$ cat src/core/ltwc_pkg.sv
package ltwc_pkg;

	// ------------------------------------------------------------
	// free-running counter
	// ------------------------------------------------------------
	localparam int CNT_W = 13;
	localparam logic [CNT_W-1:0] CNT_ZERO = 13'h0000;
	localparam logic [CNT_W-1:0] CNT_ONE = 13'h0001;
	localparam logic [CNT_W-1:0] CNT_TERM = 13'h1F39;
	localparam int CAP_MSB = 12;
	localparam int CAP_LSB = 5;
	localparam int CAP_W = 8;
	localparam logic [CAP_W-1:0] CAP_RST = 8'h00;

	// ------------------------------------------------------------
	// timing figures, in milliseconds, overflow periods and clocks
	// ------------------------------------------------------------
	localparam int TB_PERIOD_MS = 1;
	localparam int DOG_TIMEOUT_MS = 2;
	localparam int DOG_PERIOD_OVF = DOG_TIMEOUT_MS / TB_PERIOD_MS;
	localparam int DOG_PER_W = 2;
	localparam logic [DOG_PER_W-1:0] DOG_PER_LAST = DOG_PER_W'(DOG_PERIOD_OVF - 1);
	localparam logic [DOG_PER_W-1:0] DOG_PER_ZERO = 2'h0;
	localparam logic [DOG_PER_W-1:0] DOG_PER_ONE = 2'h1;
	localparam int RESUME_W = 10;
	localparam logic [RESUME_W-1:0] RESUME_SHORT = 10'h100;
	localparam logic [RESUME_W-1:0] RESUME_LONG = 10'h200;
	localparam logic [RESUME_W-1:0] RESUME_ZERO = 10'h000;
	localparam logic [RESUME_W-1:0] RESUME_ONE = 10'h001;

	// ------------------------------------------------------------
	// control/status byte layout
	// ------------------------------------------------------------
	localparam int CSR_W = 8;
	localparam int BIT_CAP_IE = 7;
	localparam int BIT_CAP_F = 6;
	localparam int BIT_PSEL = 5;
	localparam int BIT_TB_IE = 4;
	localparam int BIT_TB_F = 3;
	localparam int BIT_DOG_RF = 2;
	localparam int BIT_DOG_EN = 1;
	localparam int BIT_DOG_DLY = 0;

endpackage : ltwc_pkg

$ cat src/core/ltwc_top.sv
`timescale 1ns/10ps

// Functional notes
// - 13-bit counter, not software visible, zero after reset, counts each clock outside halt.
// - overflow event when counter wraps from 1F39h to zero.
// - overflow events 1 ms apart; period select doubles the spacing.
// - overflow sets timebase flag; interrupt when flag and enable both set.
// - reading the control/status byte clears the timebase flag.
// - enabled watchdog resets the device after 2 ms without refresh.
// - software sets delay bit to refresh; hardware clears it each period.
// - watchdog period runs from reset; late enable may reset at once.
// - setting force bit while enabled forces a watchdog reset.
// - force bit stays set after watchdog reset; a read clears it.
// - uncleared source flag resets the device at the next enable.
// - hardware watchdog option keeps watchdog on, ignores enable bit.
// - in halt the counter stops and no watchdog reset occurs.
// - after halt wake, watchdog resumes after 256 or 512 clocks.
// - capture pin edge latches counter upper eight bits.
// - capture sets capture flag, interrupt if enabled; register read clears it.
// - further edges ignored while the capture flag is set.
// - counter runs in wait and active-halt, stops in halt.
// - separate requests; timebase wakes wait and active-halt, capture wait only.
// - source flag cleared by hardware only on low-voltage reset.
// - writes to either flag position leave the flag unchanged.
module ltwc_top
	import ltwc_pkg::*;
(
	input wire logic clk,
	input wire logic rst_n,
	input wire logic lvd_rst_n,
	input wire logic halt_mode,
	input wire logic halt_resume_long,
	input wire logic hw_dog_option,
	input wire logic csr_wr,
	input wire logic [CSR_W-1:0] csr_wdata,
	input wire logic csr_rd,
	input wire logic capture_rd,
	input wire logic capture_input_pin,
	output logic [CSR_W-1:0] timer_ctrl_status_reg,
	output logic [CAP_W-1:0] capture_value_reg,
	output logic irq_timebase,
	output logic irq_capture,
	output logic wake_from_wait,
	output logic wake_from_active_halt,
	output logic wake_from_halt,
	output logic dog_reset
);

	logic [CNT_W-1:0] count_q;
	logic tb_phase_q;
	logic period_select;
	logic overflow_flag;
	logic overflow_irq_en;
	logic capture_flag;
	logic capture_irq_en;
	logic dog_enable;
	logic dog_delay_refresh;
	logic dog_force_reset_flag;
	logic cap_sync;
	logic cap_prev_q;
	logic cap_edge;
	logic cap_take;
	logic ovf;
	logic tb_event;
	logic dog_on;

	// ------------------------------------------------------------
	// free-running counter
	// ------------------------------------------------------------
	// halts with the oscillator, runs in wait and active-halt
	always_ff @(posedge clk or negedge rst_n)
	begin
		if (!rst_n)
			count_q <= CNT_ZERO;
		else if (!halt_mode)
		begin
			if (count_q == CNT_TERM)
				count_q <= CNT_ZERO;
			else
				count_q <= count_q + CNT_ONE;
		end
	end

	// wrap from terminal count
	assign ovf = !halt_mode && (count_q == CNT_TERM);

	// ------------------------------------------------------------
	// timebase
	// ------------------------------------------------------------
	// every other overflow counts when the long period is chosen
	always_ff @(posedge clk or negedge rst_n)
	begin
		if (!rst_n)
			tb_phase_q <= 1'b0;
		else if (ovf)
			tb_phase_q <= !tb_phase_q;
	end

	assign tb_event = ovf && (!period_select || tb_phase_q);

	// flag: hardware set wins over the read clear
	always_ff @(posedge clk or negedge rst_n)
	begin
		if (!rst_n)
			overflow_flag <= 1'b0;
		else if (tb_event)
			overflow_flag <= 1'b1;
		else if (csr_rd)
			overflow_flag <= 1'b0;
	end

	// ------------------------------------------------------------
	// software control bits
	// ------------------------------------------------------------
	// enables and period select written from the control byte
	always_ff @(posedge clk or negedge rst_n)
	begin
		if (!rst_n)
		begin
			capture_irq_en <= 1'b0;
			period_select <= 1'b0;
			overflow_irq_en <= 1'b0;
			dog_enable <= 1'b0;
		end
		else if (csr_wr)
		begin
			capture_irq_en <= csr_wdata[BIT_CAP_IE];
			period_select <= csr_wdata[BIT_PSEL];
			overflow_irq_en <= csr_wdata[BIT_TB_IE];
			dog_enable <= csr_wdata[BIT_DOG_EN];
		end
	end

	// option strap overrides the software enable
	assign dog_on = hw_dog_option || dog_enable;

	// ------------------------------------------------------------
	// watchdog
	// ------------------------------------------------------------
	// period, refresh, expiry, forced reset and source flag
	ltwc_wdog u_wdog (
		.clk(clk),
		.rst_n(rst_n),
		.lvd_rst_n(lvd_rst_n),
		.ovf_tick(ovf),
		.halt_mode(halt_mode),
		.resume_long(halt_resume_long),
		.dog_on(dog_on),
		.csr_rd(csr_rd),
		.flag_wr(csr_wr),
		.flag_wdata(csr_wdata[BIT_DOG_RF]),
		.delay_set(csr_wr && csr_wdata[BIT_DOG_DLY]),
		.delay_q(dog_delay_refresh),
		.flag_q(dog_force_reset_flag),
		.dog_reset(dog_reset)
	);

	// ------------------------------------------------------------
	// input capture
	// ------------------------------------------------------------
	// pin resynchronised before any edge logic
	ltwc_sync u_cap_sync (
		.clk(clk),
		.rst_n(rst_n),
		.async_in(capture_input_pin),
		.sync_out(cap_sync)
	);

	// both edges are detected on the synchronised level
	always_ff @(posedge clk or negedge rst_n)
	begin
		if (!rst_n)
			cap_prev_q <= 1'b0;
		else
			cap_prev_q <= cap_sync;
	end

	assign cap_edge = cap_sync ^ cap_prev_q;
	assign cap_take = cap_edge && !capture_flag;

	// latch upper counter bits on an accepted edge
	always_ff @(posedge clk or negedge rst_n)
	begin
		if (!rst_n)
			capture_value_reg <= CAP_RST;
		else if (cap_take)
			capture_value_reg <= count_q[CAP_MSB:CAP_LSB];
	end

	// capture flag: new capture wins over the read clear
	always_ff @(posedge clk or negedge rst_n)
	begin
		if (!rst_n)
			capture_flag <= 1'b0;
		else if (cap_take)
			capture_flag <= 1'b1;
		else if (capture_rd)
			capture_flag <= 1'b0;
	end

	// ------------------------------------------------------------
	// status byte and requests
	// ------------------------------------------------------------
	// status byte assembled from live state
	always_comb
	begin
		timer_ctrl_status_reg = '0;
		timer_ctrl_status_reg[BIT_CAP_IE] = capture_irq_en;
		timer_ctrl_status_reg[BIT_CAP_F] = capture_flag;
		timer_ctrl_status_reg[BIT_PSEL] = period_select;
		timer_ctrl_status_reg[BIT_TB_IE] = overflow_irq_en;
		timer_ctrl_status_reg[BIT_TB_F] = overflow_flag;
		timer_ctrl_status_reg[BIT_DOG_RF] = dog_force_reset_flag;
		timer_ctrl_status_reg[BIT_DOG_EN] = dog_enable;
		timer_ctrl_status_reg[BIT_DOG_DLY] = dog_delay_refresh;
	end

	// separate requests and their wake reach
	assign irq_timebase = overflow_flag && overflow_irq_en;
	assign irq_capture = capture_flag && capture_irq_en;
	assign wake_from_wait = irq_timebase || irq_capture;
	assign wake_from_active_halt = irq_timebase;
	assign wake_from_halt = 1'b0;
endmodule : ltwc_top

$ cat src/core/ltwc_sync.sv
`timescale 1ns/10ps

// two-stage synchroniser for the capture pin
module ltwc_sync
	import ltwc_pkg::*;
(
	input wire logic clk,
	input wire logic rst_n,
	input wire logic async_in,
	output logic sync_out
);

	logic meta_q;

	// ------------------------------------------------------------
	// metastability chain
	// ------------------------------------------------------------
	// first stage feeds only the second
	always_ff @(posedge clk or negedge rst_n)
	begin
		if (!rst_n)
		begin
			meta_q <= 1'b0;
			sync_out <= 1'b0;
		end
		else
		begin
			meta_q <= async_in;
			sync_out <= meta_q;
		end
	end

endmodule : ltwc_sync

$ cat src/core/ltwc_wdog.sv
`timescale 1ns/10ps

// watchdog period, refresh, expiry and reset-source flag
module ltwc_wdog
	import ltwc_pkg::*;
(
	input wire logic clk,
	input wire logic rst_n,
	input wire logic lvd_rst_n,
	input wire logic ovf_tick,
	input wire logic halt_mode,
	input wire logic resume_long,
	input wire logic dog_on,
	input wire logic csr_rd,
	input wire logic flag_wr,
	input wire logic flag_wdata,
	input wire logic delay_set,
	output logic delay_q,
	output logic flag_q,
	output logic dog_reset
);

	logic [RESUME_W-1:0] resume_q;
	logic halt_prev_q;
	logic [DOG_PER_W-1:0] per_q;
	logic expired_q;
	logic read_seen_q;
	logic tick;
	logic period_end;
	logic fire;

	// ------------------------------------------------------------
	// halt exit delay before counting resumes
	// ------------------------------------------------------------
	always_ff @(posedge clk or negedge rst_n)
	begin
		if (!rst_n)
		begin
			halt_prev_q <= 1'b0;
			resume_q <= RESUME_ZERO;
		end
		else
		begin
			halt_prev_q <= halt_mode;
			if (halt_prev_q && !halt_mode)
				resume_q <= resume_long ? RESUME_LONG : RESUME_SHORT;
			else if (resume_q != RESUME_ZERO)
				resume_q <= resume_q - RESUME_ONE;
		end
	end

	assign tick = ovf_tick && (resume_q == RESUME_ZERO);
	assign period_end = tick && (per_q == DOG_PER_LAST);

	// ------------------------------------------------------------
	// period counted from reset, not from enabling
	// ------------------------------------------------------------
	always_ff @(posedge clk or negedge rst_n)
	begin
		if (!rst_n)
			per_q <= DOG_PER_ZERO;
		else if (period_end)
			per_q <= DOG_PER_ZERO;
		else if (tick)
			per_q <= per_q + DOG_PER_ONE;
	end

	// refresh bit: software set wins over hardware clear
	always_ff @(posedge clk or negedge rst_n)
	begin
		if (!rst_n)
			delay_q <= 1'b0;
		else if (delay_set)
			delay_q <= 1'b1;
		else if (period_end)
			delay_q <= 1'b0;
	end

	// timeout seen without a refresh, kept until refreshed
	always_ff @(posedge clk or negedge rst_n)
	begin
		if (!rst_n)
			expired_q <= 1'b0;
		else if (delay_set)
			expired_q <= 1'b0;
		else if (period_end && !delay_q)
			expired_q <= 1'b1;
	end

	// ------------------------------------------------------------
	// reset request, held until the device reset lands
	// ------------------------------------------------------------
	assign fire = dog_on && !halt_mode && (expired_q || flag_q);

	always_ff @(posedge clk or negedge rst_n)
	begin
		if (!rst_n)
			dog_reset <= 1'b0;
		else
			dog_reset <= fire;
	end

	// read of the status byte arms a software clear
	always_ff @(posedge clk or negedge rst_n)
	begin
		if (!rst_n)
			read_seen_q <= 1'b0;
		else if (csr_rd)
			read_seen_q <= 1'b1;
	end

	// source flag survives all but the low-voltage reset
	always_ff @(posedge clk or negedge lvd_rst_n)
	begin
		if (!lvd_rst_n)
			flag_q <= 1'b0;
		else if (fire || (flag_wr && flag_wdata))
			flag_q <= 1'b1;
		else if (csr_rd || (flag_wr && read_seen_q))
			flag_q <= 1'b0;
	end

endmodule : ltwc_wdog

$ cat config.mk
export PLATFORM = sky130hd
export DESIGN_NAME = ltwc_top
export DESIGN_NICKNAME = d
export VERILOG_FILES = /design/src/core/ltwc_pkg.sv /design/src/core/ltwc_top.sv /design/src/core/ltwc_sync.sv /design/src/core/ltwc_wdog.sv
export SDC_FILE = /design/constraint.sdc
export NUM_CORES = 1
export LEC_CHECK = 0
export ABC_AREA = 1
export BUFFER_PORTS_ARGS = -buffer_cell sky130_fd_sc_hd__buf_2
export CAP_MARGIN = 20
export CELL_PAD_IN_SITES_DETAIL_PLACEMENT = 1
export CELL_PAD_IN_SITES_GLOBAL_PLACEMENT = 1
export CORE_MARGIN = 5
export CORE_UTILIZATION = 42
export DETAILED_ROUTE_END_ITERATION = 7
export GPL_ROUTABILITY_DRIVEN = 1
export PLACE_DENSITY_LB_ADDON = 0.2
export SLEW_MARGIN = 20
export SYNTH_ARGS = -nofsm -noshare
export SYNTH_HDL_FRONTEND = slang
export SYNTH_SLANG_ARGS = --single-unit
$ cat constraint.sdc
create_clock -name clk -period 1.9 [get_ports clk]
set_input_delay 0.19 -clock clk [delete_from_list [all_inputs] [get_ports clk]]
set_output_delay 0.19 -clock clk [all_outputs]
set_load 0.05 [all_outputs]
==> flow_summary.ini <==
[floorplanning]
die_area_sq_mm = 0.00747
die_width_microns = 86.4
core_sq_mm = 0.00557
num_rows = 27
initial_core_util_pct = 44.0
io_pins = 40
die_y_microns = 86.4

[flow_run]
maxCapViolations = 0

[cells_and_area]
final_layout_size_suffix_gt1_share_pct = 25.7
finalNonFillerCells = 376
finalNetCount = 324
antennaDiodeCount = 0
largest_register_ff_count = 13
fillers = 672
utilization_pct = 50.1
synthToLayoutAreaGrowth_pct = 14.0

[timing]
hold_viol = 0
final-max-slew-violation-count = 0
worst_slack_ns = 0.343
fmax_mhz = 642
rsz0062_at_grt = false
relSlewSlack_pct = 66.5
setup_tns_ns = 0
tightest_slew_ns = 0.503
setup_violations = 0
period_share_pct = 81.9
worst_clock_skew_ns = 0.0111
fin_crit_ns = 1.56

[synth]
seq_area_frac_synth_pct = 50.0
ys_seq_elements = 49
syn_area_per_cell_sq_um = 9.18
yosysWarnings = 0
synthCells = 267
syn_area_sq_mm = 0.00245
ys_types = 37
syn_nets = 288

[clocking]
cts_buffer_depth = 2
path_clk_slew_ns = 0.09
cts_root_buffer = clkbuf_8
ctsResizeCount = 0
clkSinkCount = 49
clock_latency_ns = 0.30
h-tree-depth = 2
cts_tree = built
numCtsBuffers = 5

[setup_path]
cp.arrival_ns = 1.75
critPathMaxFanout = 6
critical_path_required_ns = 2.10
path_class = flip-flop to flip-flop
crit_path_start_kind = flip-flop
end_kind = flip-flop

[global_routing]
grt_pass1_vias = 2039
grt.overflow.total = 0
antenna_found_initial = 0
grt_max_degree = 30
track_usage_pct = 16.3
top_usage_layer = met2
grt_pass1_wl_mm = 9.63
use_met3_pct = 2.76
gr-usage-met2_pct = 28.5
grtUsageMet1_pct = 20.2

[outcome]
outcome = complete, no violations

[placed_design]
dp_slack_ns = 0.326
port_buffers = 36
gp_congestion = 0.750
post-dp-hpwl_mm = 4.19
dp.cells = 365

[power]
p_leak_nw = 1.47
ir_drop_mv = 0.617
power_density_mw_per_mm2 = 1250
fin_total_pwr_mw = 3.49

[min_path]
hp-class = input pin to flip-flop

[detailed_routing]
drc_errors = 0
firstDrtPassIters = 4
drtAntennaViolNets = 0
dr_total_vias = 1844
vias_per_cell = 4.90
first_iter_violations = 69
wire_per_inst_microns = 14.3
drt-total-wl_mm = 5.38
## per-layer routing
metal	wire length, microns	up-vias	part of all wire, %
met5	0	-	0
met4	69	0	1.3
met3	164	4	3.0
met2	2790	24	52
met1	2360	899	44
li1	-	917	-
## cells by family (layout without fill, tap and decap cells)
group	after synthesis	after routing	synth area share [%]
DFF	49	49	50.0
AOI/OAI and AO/OA	31	31	7.14
muxes	4	4	1.84
and+or+nand+nor	119	119	26.2
buffers and inverters	49	86	9.23
adders and majority gates	3	3	1.53
other	1	1	0.153
xor gates and xnor gates	11	11	3.93
## through the flow
stage	area (sq um)	hold WS [ns]
3_3_place_gp	2670	-0.0347
4_1_cts	2800	0.0579
5_1_grt	2800	0.0686
6_report	2800	0.0707
2_1_floorplan	2450	-0.106
3_5_place_dp	2670	-0.0341
## synthesized netlist by cell type (all sizes together)
| cell | n | area share [%] |
|---|---|---|
| o221ai | 1 | 0.36 |
| xnor2 | 3 | 1.1 |
| xor2 | 8 | 2.9 |
| conb | 1 | 0.15 |
| o31ai | 1 | 0.31 |
| a211oi | 1 | 0.31 |
| inv | 36 | 5.6 |
| nor4 | 1 | 0.26 |
| ha | 3 | 1.5 |
| mux2 | 4 | 1.8 |
| or2 | 1 | 0.26 |
| nand3b | 1 | 0.31 |
| buf | 12 | 3.5 |
| nor2 | 32 | 8.0 |
| nand3 | 16 | 4.5 |
| a21oi | 7 | 1.6 |
| clkbuf | 1 | 0.15 |
| nand2 | 49 | 8.2 |
| nand4 | 9 | 2.6 |
| o21ai | 21 | 4.6 |
| dfrtp | 49 | 50 |
| nor3 | 9 | 1.8 |
| and3 | 1 | 0.26 |
## where the power goes
part	leakage, nW	switching (mW)	total [mW]	internal [mW]
sequential	0.598	0.223	1.51	1.29
combinational	0.820	0.914	1.33	0.412
clock	0.0512	0.355	0.651	0.296
## area by class of cell
cell class | count | area, sq um | area share, %
repair buffers | 42 | 245 | 8.77
flip-flops and latches | 49 | 1230 | 43.9
inverters | 36 | 138 | 4.92
multi-input cells | 169 | 1000 | 35.8
clock inverters | 2 | 13.8 | 0.492
clock buffers | 6 | 82.6 | 2.95
well taps | 72 | 90.1 | 3.22
## critical path, stage by stage, from the launching register on
cell     delay (ns)
dfrtp_1        0.47
ha_1           0.23
inv_1          0.06
nor2_1         0.14
nand3_1        0.19
nor2_1         0.17
xor2_1         0.16
inv_1          0.05
## cell usage in the layout (no fill, tap or decap), types with 2 or more instances in the layout
cell type      instances
dfrtp_1               49
nand2_1               44
buf_2                 36
inv_1                 32
nor2_1                22
o21ai_0               18
nand3_1               13
nor3_1                 9
xor2_1                 8
nand4_1                8
a21oi_1                6
clkbuf_8               6
nor2_2                 5
nand2_2                4
mux2_2                 4
nor2_8                 3
xnor2_1                3
inv_2                  3
ha_1                   3
dlygate4sd3_1          3
nor2_4                 2
nand3_4                2
o21ai_2                2
buf_4                  2
## what timing repair did
action                                 4_1_cts  5_1_grt
hold buffers                                 3        0
setup buffers                                0        0
endpoints found under the hold margin       21        0
## final timing paths
kind,startpoint,slack (ns),depth (start not counted),endpoint
max,count_q[0]$_DFFE_PN0N_,0.34,7,count_q[6]$_DFFE_PN0N_
min,capture_rd,0.07,2,capture_flag$_DFFE_PN0P_
max reg2reg,count_q[0]$_DFFE_PN0N_,0.34,7,count_q[6]$_DFFE_PN0N_
min reg2reg,u_cap_sync.meta_q$_DFF_PN0_,0.36,0,u_cap_sync.sync_out$_DFF_PN0_
max in group asynchronous,rst_n,0.99,3,capture_value_reg[2]$_DFFE_PN0P_
min in group asynchronous,lvd_rst_n,0.18,2,u_wdog.flag_q$_DFFE_PN0P_
(Power assumes the default switching activity.)
